==> src/rtl/ext_status_consts.vh <==
// Constants for the extended status word builder
`ifndef EXT_STATUS_CONSTS_VH
`define EXT_STATUS_CONSTS_VH

// Register offsets (byte addresses)
`define ADDR_EXT_STATUS   8'h00
`define ADDR_COMPACT      8'h04
`define ADDR_AVG_TIME     8'h08
`define ADDR_IRQ_STATUS   8'h0C
`define ADDR_IRQ_MASK     8'h10

// Extended status word fields
`define EXT_GEN_BIT       0
`define EXT_CRIT_BIT      1
`define EXT_HEAT_BIT      2
`define EXT_STATIC_BIT    4
`define EXT_FILL_LSB      8
`define EXT_FILL_MSB      11
`define EXT_RESTART_BIT   13

// Compact status fields
`define CMP_GEN_BIT       0
`define CMP_FILL_LSB      1
`define CMP_FILL_MSB      3
`define CMP_STATIC_BIT    5
`define CMP_CRIT_BIT      6
`define CMP_HEAT_BIT      7

// Interrupt status fields
`define IRQ_GEN_BIT       0
`define IRQ_STATIC_BIT    1
`define IRQ_FIRST_BIT     2
`define IRQ_WIDTH         3

// Reset values
`define AVG_TIME_RST      16'h0001
`define IRQ_MASK_RST      3'h0
`define IRQ_STATUS_RST    3'h0
// Restart flag already shows in reset, so an early telegram carries it
`define EXT_STATUS_RST    32'h00002000
`define COMPACT_RST       8'h00

// Timing
`define CLK_HZ            32'd50000000
`define NOMEAS_TIME_S     32'd10
`define STATIC_TIME_S     32'd60
`define NOMEAS_CYCLES     (`NOMEAS_TIME_S * `CLK_HZ)
`define STATIC_CYCLES     (`STATIC_TIME_S * `CLK_HZ)
`define AVG_SPLIT_S       16'h000A

`endif

==> src/rtl/ext_status_builder.v <==
// Extended status word builder with compact status and register port
// Operation
// - Short averaging: flag no fresh value in 10s
// - Long averaging: flag buffer below half full
// - Bit 1 follows heating switch-on criterion
// - Bit 2 follows heater energised state
// - Bit 4 flags persistent fault over one minute
// - Bits 8-11 give fill level in sixteenths
// - Bit 13 set in first telegram after restart
// - Compact status derived from extended word
//
// The implementer's own choices: strobed register access and the register offsets.
`timescale 1ns/1ps
`default_nettype none
`include "ext_status_consts.vh"

module ext_status_builder #(
	parameter [31:0] NOMEAS_CYC = `NOMEAS_CYCLES,
	parameter [31:0] STATIC_CYC = `STATIC_CYCLES
) (
	// Clock, reset, enable
	input  wire        SYS_CLK_IN,
	input  wire        RST_B_IN,
	input  wire        CE_IN,
	// Measurement side
	input  wire        MEAS_VALID_IN,
	input  wire [15:0] BUF_COUNT_IN,
	input  wire        VT_FAULT_IN,
	// Heater side
	input  wire        HEAT_CRIT_IN,
	input  wire        HEAT_ON_IN,
	// Telegram side
	input  wire        TLG_SEND_IN,
	output reg  [31:0] EXT_STATUS_OUT,
	output reg  [7:0]  COMPACT_STATUS_OUT,
	// Register port
	input  wire [7:0]  REG_ADDR_IN,
	input  wire [31:0] REG_WDATA_IN,
	input  wire        REG_WR_IN,
	input  wire        REG_RD_IN,
	output reg  [31:0] REG_RDATA_OUT,
	// Interrupt
	output reg         IRQ_OUT
);

	////////////////////////////////////////////////////////////////////////
	// Declarations

	reg  [15:0]              avg_q;
	reg  [`IRQ_WIDTH-1:0]    irq_mask_q;
	reg  [`IRQ_WIDTH-1:0]    irq_st_q;
	reg  [`IRQ_WIDTH-1:0]    irq_st_d;
	reg  [`IRQ_WIDTH-1:0]    irq_clr;
	reg  [`IRQ_WIDTH-1:0]    irq_ev;
	reg                      first_q;
	reg  [31:0]              ext_d;
	reg  [7:0]               cmp_d;
	reg  [31:0]              rdata_d;
	reg  [19:0]              thr;
	reg  [3:0]               fill_code;
	reg                      gen_fault;
	integer                  i;

	wire                     nomeas_short;
	wire                     nomeas_long;
	wire                     vt_long;
	wire                     static_fault;
	wire                     short_avg;
	wire                     below_half;
	wire [19:0]              count_x16;
	wire                     wr_avg;
	wire                     wr_mask;
	wire                     wr_clr;

	////////////////////////////////////////////////////////////////////////
	// Persistence timers

	// Restarts on every fresh value, so it measures the gap between two
	persist_timer #(
		.LIMIT (NOMEAS_CYC)
	) u_nomeas_short (
		.clk_in   (SYS_CLK_IN),
		.rst_b_in (RST_B_IN),
		.ce_in    (CE_IN),
		.cond_in  (1'b1),
		.clear_in (MEAS_VALID_IN),
		.flag_out (nomeas_short)
	);

	persist_timer #(
		.LIMIT (STATIC_CYC)
	) u_nomeas_long (
		.clk_in   (SYS_CLK_IN),
		.rst_b_in (RST_B_IN),
		.ce_in    (CE_IN),
		.cond_in  (1'b1),
		.clear_in (MEAS_VALID_IN),
		.flag_out (nomeas_long)
	);

	persist_timer #(
		.LIMIT (STATIC_CYC)
	) u_vt_long (
		.clk_in   (SYS_CLK_IN),
		.rst_b_in (RST_B_IN),
		.ce_in    (CE_IN),
		.cond_in  (VT_FAULT_IN),
		.clear_in (1'b0),
		.flag_out (vt_long)
	);

	assign static_fault = nomeas_long | vt_long;

	////////////////////////////////////////////////////////////////////////
	// Buffer fill evaluation

	// One value per second is expected, so the averaging time in seconds
	// is also the number of values a full buffer holds
	assign short_avg  = (avg_q < `AVG_SPLIT_S);
	assign below_half = ({BUF_COUNT_IN, 1'b0} < {1'b0, avg_q});
	assign count_x16  = {BUF_COUNT_IN, 4'h0};

	always @* begin
		if (short_avg)
			gen_fault = nomeas_short;
		else
			gen_fault = below_half;
	end

	// Largest n with fill above n/16; a ripple of adds avoids a divider
	always @* begin
		thr       = 20'h00000;
		fill_code = 4'h0;
		for (i = 1; i < 16; i = i + 1) begin
			thr = thr + {4'h0, avg_q};
			if (count_x16 > thr)
				fill_code = i[3:0];
		end
	end

	////////////////////////////////////////////////////////////////////////
	// Status word assembly

	always @* begin
		ext_d = 32'h00000000;
		ext_d[`EXT_GEN_BIT]    = gen_fault;
		ext_d[`EXT_CRIT_BIT]   = HEAT_CRIT_IN;
		ext_d[`EXT_HEAT_BIT]   = HEAT_ON_IN;
		ext_d[`EXT_STATIC_BIT] = static_fault;
		ext_d[`EXT_FILL_MSB:`EXT_FILL_LSB] = fill_code;
		// Dropped in the send cycle, so the next telegram already lacks it
		ext_d[`EXT_RESTART_BIT] = first_q & ~TLG_SEND_IN;
	end

	// Compact form keeps only the top three bits of the fill code
	always @* begin
		cmp_d = 8'h00;
		cmp_d[`CMP_GEN_BIT] = ext_d[`EXT_GEN_BIT];
		cmp_d[`CMP_FILL_MSB:`CMP_FILL_LSB] =
			ext_d[`EXT_FILL_MSB:`EXT_FILL_LSB+1];
		cmp_d[`CMP_STATIC_BIT] = ext_d[`EXT_STATIC_BIT];
		cmp_d[`CMP_CRIT_BIT]   = ext_d[`EXT_CRIT_BIT];
		cmp_d[`CMP_HEAT_BIT]   = ext_d[`EXT_HEAT_BIT];
	end

	// Restart flag: high from reset until the first telegram is sent
	always @(posedge SYS_CLK_IN or negedge RST_B_IN) begin
		if (!RST_B_IN) begin
			first_q <= 1'b1;
		end else if (CE_IN) begin
			if (TLG_SEND_IN)
				first_q <= 1'b0;
		end
	end

	always @(posedge SYS_CLK_IN or negedge RST_B_IN) begin
		if (!RST_B_IN) begin
			EXT_STATUS_OUT     <= `EXT_STATUS_RST;
			COMPACT_STATUS_OUT <= `COMPACT_RST;
		end else if (CE_IN) begin
			EXT_STATUS_OUT     <= ext_d;
			COMPACT_STATUS_OUT <= cmp_d;
		end
	end

	////////////////////////////////////////////////////////////////////////
	// Register port

	assign wr_avg  = REG_WR_IN & (REG_ADDR_IN == `ADDR_AVG_TIME);
	assign wr_mask = REG_WR_IN & (REG_ADDR_IN == `ADDR_IRQ_MASK);
	assign wr_clr  = REG_WR_IN & (REG_ADDR_IN == `ADDR_IRQ_STATUS);

	always @(posedge SYS_CLK_IN or negedge RST_B_IN) begin
		if (!RST_B_IN) begin
			avg_q      <= `AVG_TIME_RST;
			irq_mask_q <= `IRQ_MASK_RST;
		end else if (CE_IN) begin
			if (wr_avg)
				avg_q <= REG_WDATA_IN[15:0];
			if (wr_mask)
				irq_mask_q <= REG_WDATA_IN[`IRQ_WIDTH-1:0];
		end
	end

	// Unmapped reads return zero
	always @* begin
		case (REG_ADDR_IN)
			`ADDR_EXT_STATUS: rdata_d = EXT_STATUS_OUT;
			`ADDR_COMPACT:    rdata_d = {24'h000000, COMPACT_STATUS_OUT};
			`ADDR_AVG_TIME:   rdata_d = {16'h0000, avg_q};
			`ADDR_IRQ_STATUS: rdata_d = {29'h00000000, irq_st_q};
			`ADDR_IRQ_MASK:   rdata_d = {29'h00000000, irq_mask_q};
			default:          rdata_d = 32'h00000000;
		endcase
	end

	// Data stand only in the cycle after the read strobe
	always @(posedge SYS_CLK_IN or negedge RST_B_IN) begin
		if (!RST_B_IN) begin
			REG_RDATA_OUT <= 32'h00000000;
		end else if (CE_IN) begin
			if (REG_RD_IN)
				REG_RDATA_OUT <= rdata_d;
			else
				REG_RDATA_OUT <= 32'h00000000;
		end
	end

	////////////////////////////////////////////////////////////////////////
	// Interrupts

	always @* begin
		irq_ev = {`IRQ_WIDTH{1'b0}};
		irq_ev[`IRQ_GEN_BIT] = ext_d[`EXT_GEN_BIT] &
			~EXT_STATUS_OUT[`EXT_GEN_BIT];
		irq_ev[`IRQ_STATIC_BIT] = ext_d[`EXT_STATIC_BIT] &
			~EXT_STATUS_OUT[`EXT_STATIC_BIT];
		irq_ev[`IRQ_FIRST_BIT] = TLG_SEND_IN & first_q;
	end

	// A new event in the clearing cycle survives the clear
	always @* begin
		irq_clr = {`IRQ_WIDTH{1'b0}};
		if (wr_clr)
			irq_clr = REG_WDATA_IN[`IRQ_WIDTH-1:0];
		irq_st_d = (irq_st_q & ~irq_clr) | irq_ev;
	end

	always @(posedge SYS_CLK_IN or negedge RST_B_IN) begin
		if (!RST_B_IN) begin
			irq_st_q <= `IRQ_STATUS_RST;
			IRQ_OUT  <= 1'b0;
		end else if (CE_IN) begin
			irq_st_q <= irq_st_d;
			IRQ_OUT  <= |(irq_st_d & irq_mask_q);
		end
	end

endmodule // ext_status_builder

`default_nettype wire

==> src/rtl/persist_timer.v <==
// Persistence timer: flags a condition held for a given number of cycles
`timescale 1ns/1ps
`default_nettype none

module persist_timer #(
	parameter [31:0] LIMIT = 32'd10
) (
	// Clock and reset
	input  wire        clk_in,
	input  wire        rst_b_in,
	input  wire        ce_in,
	// Condition
	input  wire        cond_in,
	input  wire        clear_in,
	// Result
	output reg         flag_out
);

	reg  [31:0] cnt_q;
	wire        run;

	assign run = cond_in & ~clear_in;

	// Counter saturates so a long fault never wraps back to clean
	always @(posedge clk_in or negedge rst_b_in) begin
		if (!rst_b_in) begin
			cnt_q    <= 32'h00000000;
			flag_out <= 1'b0;
		end else if (ce_in) begin
			if (!run) begin
				cnt_q    <= 32'h00000000;
				flag_out <= 1'b0;
			end else begin
				if (cnt_q != LIMIT)
					cnt_q <= cnt_q + 32'h00000001;
				flag_out <= (cnt_q == LIMIT);
			end
		end
	end

endmodule // persist_timer

`default_nettype wire

==> config.mk <==
export PLATFORM = sky130hd
export DESIGN_NAME = ext_status_builder
export DESIGN_NICKNAME = d
export VERILOG_FILES = /design/src/rtl/ext_status_builder.v /design/src/rtl/persist_timer.v
export VERILOG_INCLUDE_DIRS = /design/src /design/src/rtl
export SDC_FILE = /design/constraint.sdc
export NUM_CORES = 1
export LEC_CHECK = 0
export BUFFER_PORTS_ARGS = -buffer_cell sky130_fd_sc_hd__buf_2
export CAP_MARGIN = 30
export CORE_UTILIZATION = 40
export DETAILED_ROUTE_END_ITERATION = 7
export GPL_TIMING_DRIVEN = 0
export RECOVER_POWER = 100
export SLEW_MARGIN = 15
export SYNTH_ARGS = -nofsm -noshare
export SYNTH_HDL_FRONTEND = slang
export SYNTH_SLANG_ARGS = --single-unit
==> constraint.sdc <==
create_clock -name SYS_CLK_IN -period 12.5 [get_ports SYS_CLK_IN]
set_input_delay 1.25 -clock SYS_CLK_IN [delete_from_list [all_inputs] [get_ports SYS_CLK_IN]]
set_output_delay 1.25 -clock SYS_CLK_IN [all_outputs]
set_load 0.005 [all_outputs]
==> impl_metrics.py <==
metrics = {
    "clocking": {
        "clk_pin_slew_worst_paths_ns": 0.06,
        "h-tree-depth": 4,
        "cts_buffer_depth": 2,
        "cts_made_buffers": 17,
        "clock-sinks": 148,
        "cts_tree": "done",
        "cts_root_buffer": "clkbuf_16",
        "clk_latency_ns": 0.42,
    },
    "setup_path": {
        "ff2ff_path_depth": 69,
        "crit_buf_inv": 4,
        "worstPathArrival_ns": 13.60,
        "crit_start": "avg_q[0]",
        "critPathRequiredTime_ns": 12.81,
        "critPathCaptureType": "flip-flop",
        "critPathMaxFanout": 6,
        "path_delay_family": "compound AO/OA/AOI/OAI gates",
        "slowest_delay_ns": 0.58,
        "reg2reg_slack_ns": -0.80,
        "crit_top_cell": "ha_4",
        "crit_end": "COMPACT_STATUS_OUT[2]",
        "cp-start-kind": "flip-flop",
        "crit_slowest_cell": "dfstp_2",
        "r2r-start": "avg_q[0]",
        "path_class": "reg2reg",
        "worst-path-stages": 69,
        "worstReg2RegEnd": "COMPACT_STATUS_OUT[2]",
    },
    "floorplanning": {
        "start_util": 0.4042,
        "chipHeight_um": 240.7,
        "std_cell_rows": 87,
        "die_width_um": 240.7,
        "boundaryPins": 139,
        "core-area_um2": 56390,
        "dieArea_um2": 57930,
    },
    "layout": {
        "utilization": 0.5096,
        "syn2layout_area_growth_pct": 26.08,
        "layout.nets": 3687,
        "layout.cells.non_filler": 3932,
        "mostFrequentLayoutCells": "ha_1 (384), inv_1 (260), buf_4 (225)",
        "antenna-diode-count": 0,
        "post_route_cells_drive_above_1_share": 0.2229,
        "layout_commonest_cell": "ha_1",
    },
    "timing": {
        "period_needed_ns": 13.30,
        "tightest_slew_ns": 5.458,
        "finalCritPeriodShare": 1.064,
        "setup_violations": 4,
        "drv_slew": 151,
        "fin_ws_ns": -0.7976,
        "fmax_mhz": 75.20,
        "hold_violations": 0,
        "rsz0062_at_grt": "true",
        "finClkSkew_ns": 0.008130,
        "relSlewSlack": -2.638,
    },
    "logic_synthesis": {
        "yosysWarnings": 0,
        "ys_ff_latch": 148,
        "synth_mux_area_frac": 0.01071,
        "synth_compound_area_frac": 0.2102,
        "synth-async-reset-ratio": 1.000,
        "synth-simple-area-share": 0.1847,
        "syn_area_um2": 22790,
        "synth_top_family_by_area": "adder cells",
        "synth_edf_count": 0,
        "ys_seq_area_frac": 0.1627,
        "synth_cells": 2834,
        "yosys_most_used_dff": "dfrtp_1",
        "postSynthAreaPerCell_um2": 8.042,
        "synth_xor_area_frac": 0.1124,
        "synth_cell_types": 93,
        "synth_fa_ha_area_frac": 0.2539,
    },
    "status": {
        "violations": "DRC, capacitance limit, slew limit, setup timing",
        "outcome": "finished with violations",
    },
    "drt": {
        "vias": 22100,
        "drt_iter0_drc": 1342,
        "routed_wl_mm": 71.52,
        "wire_per_inst_um": 18.19,
        "via_per_inst": 5.621,
        "dr.pass1.iters": 8,
        "drc": 2,
        "detail-route-antenna-nets": 0,
    },
    "global_route": {
        "grt_pass1_vias": 21590,
        "grt_pass1_wl_mm": 110.6,
        "grt_antenna_before_repair": 1,
        "grt.overflow.total": 0,
        "grt_max_degree": 106,
        "grt_usage": 0.2390,
    },
    "placement": {
        "post-dp-hpwl_mm": 51.93,
        "portBuffers": 81,
        "dp_slack_ns": -2.421,
        "place_inst": 3716,
        "gp_congestion": 0.9191,
    },
    "job": {
        "drv_cap": 2,
    },
    "hold_path": {
        "hold_class": "reg2reg",
        "hold_path.startpoint": "first_q",
    },
}
==> Yosys cell counts (all sizes together), types with 6 or more instances <==
master,count,area share
a211oi,18,0.0074
a21boi,15,0.0049
a21o,151,0.050
a21oi,224,0.050
a22oi,8,0.0026
a31oi,18,0.0052
and3,35,0.0096
and4,10,0.0038
buf,50,0.016
clkbuf,28,0.0046
dfrtp,145,0.16
ha,452,0.25
inv,269,0.044
mux2,7,0.0035
mux2i,12,0.0053
nand2,167,0.028
nand2b,58,0.016
nand3,66,0.014
nand3b,6,0.0020
nand4,78,0.021
nor2,222,0.037
nor2b,64,0.018
nor3,44,0.0097
nor3b,6,0.0020
nor4,18,0.0049
nor4b,6,0.0023
o211ai,6,0.0020
o21a,42,0.014
o21ai,171,0.038
o21bai,17,0.0056
o22ai,19,0.0055
o31a,9,0.0035
o31ai,7,0.0023
or2,10,0.0027
or3,22,0.0060
or4,6,0.0021
xnor2,143,0.061
xor2,126,0.049
==> metrics by stage <==
step,hold slack (ns),instance area [um2],TNS (ns)
after detailed placement,0.4885,24510,-9.253
after floorplan,0.4645,23040,0
after CTS,0.5013,27570,-2.825
final,0.5030,28740,-2.996
after global placement,0.4910,24390,-8.226
after global routing,0.5177,28740,-4.932
==> worst min path at each step <==
stage	end	cells after the start
detailed placement	u_nomeas_short.flag_out	1
global placement	first_q	1
finish	first_q	1
floorplan	u_nomeas_short.flag_out	1
global route	first_q	1
CTS	first_q	1
==> metal layers <==
metal  vias up  GRT usage  wire, um
met5         -          0        13
met4         2    0.07605      2026
met1     10690     0.3203     32560
li1      10680          -         -
met3       119    0.01933      3879
met2       618     0.4047     33050
==> registers in the layout, indices dropped and copies added, names as in the netlist, 3 cells and up <==
name,cells
REG_RDATA_OUT,16
u_nomeas_long.cnt_q,32
irq_mask_q,3
u_nomeas_short.cnt_q,32
avg_q,16
irq_st_q,3
EXT_STATUS_OUT,3
u_vt_long.cnt_q,32
COMPACT_STATUS_OUT,6
==> cell families after synthesis <==
| group | after synthesis |
|---|---|
| AOI/OAI and AO/OA | 751 |
| xor gates and xnor gates | 271 |
| adders and majority gates | 460 |
| buffers and inverters | 347 |
| DFF | 148 |
| muxes | 21 |
| other | 2 |
| and+or+nand+nor | 834 |
==> area by class of cell <==
type                       count  area [um2]
buffer                        76       491.7
clock buffer                  20       446.7
clock inverter                11       107.6
fill                        5306       27650
inverter                     269        1021
multi-input combinational   2378       20060
sequential                   148        3731
tap                          756       945.9
timing repair buffer         274        1932
==> timing repair <==
item                       in CTS  in global routing
resized for setup             247                155
hold endpoints to repair        0                  0
hold buffers                    0                  0
pin swaps                     159                148
setup endpoints to repair       4                  4
buffers inserted              138                 51
Power is left out: the tool's default activity adds up to more than one toggle a clock period on the data nets, which glitch-free logic cannot reach.
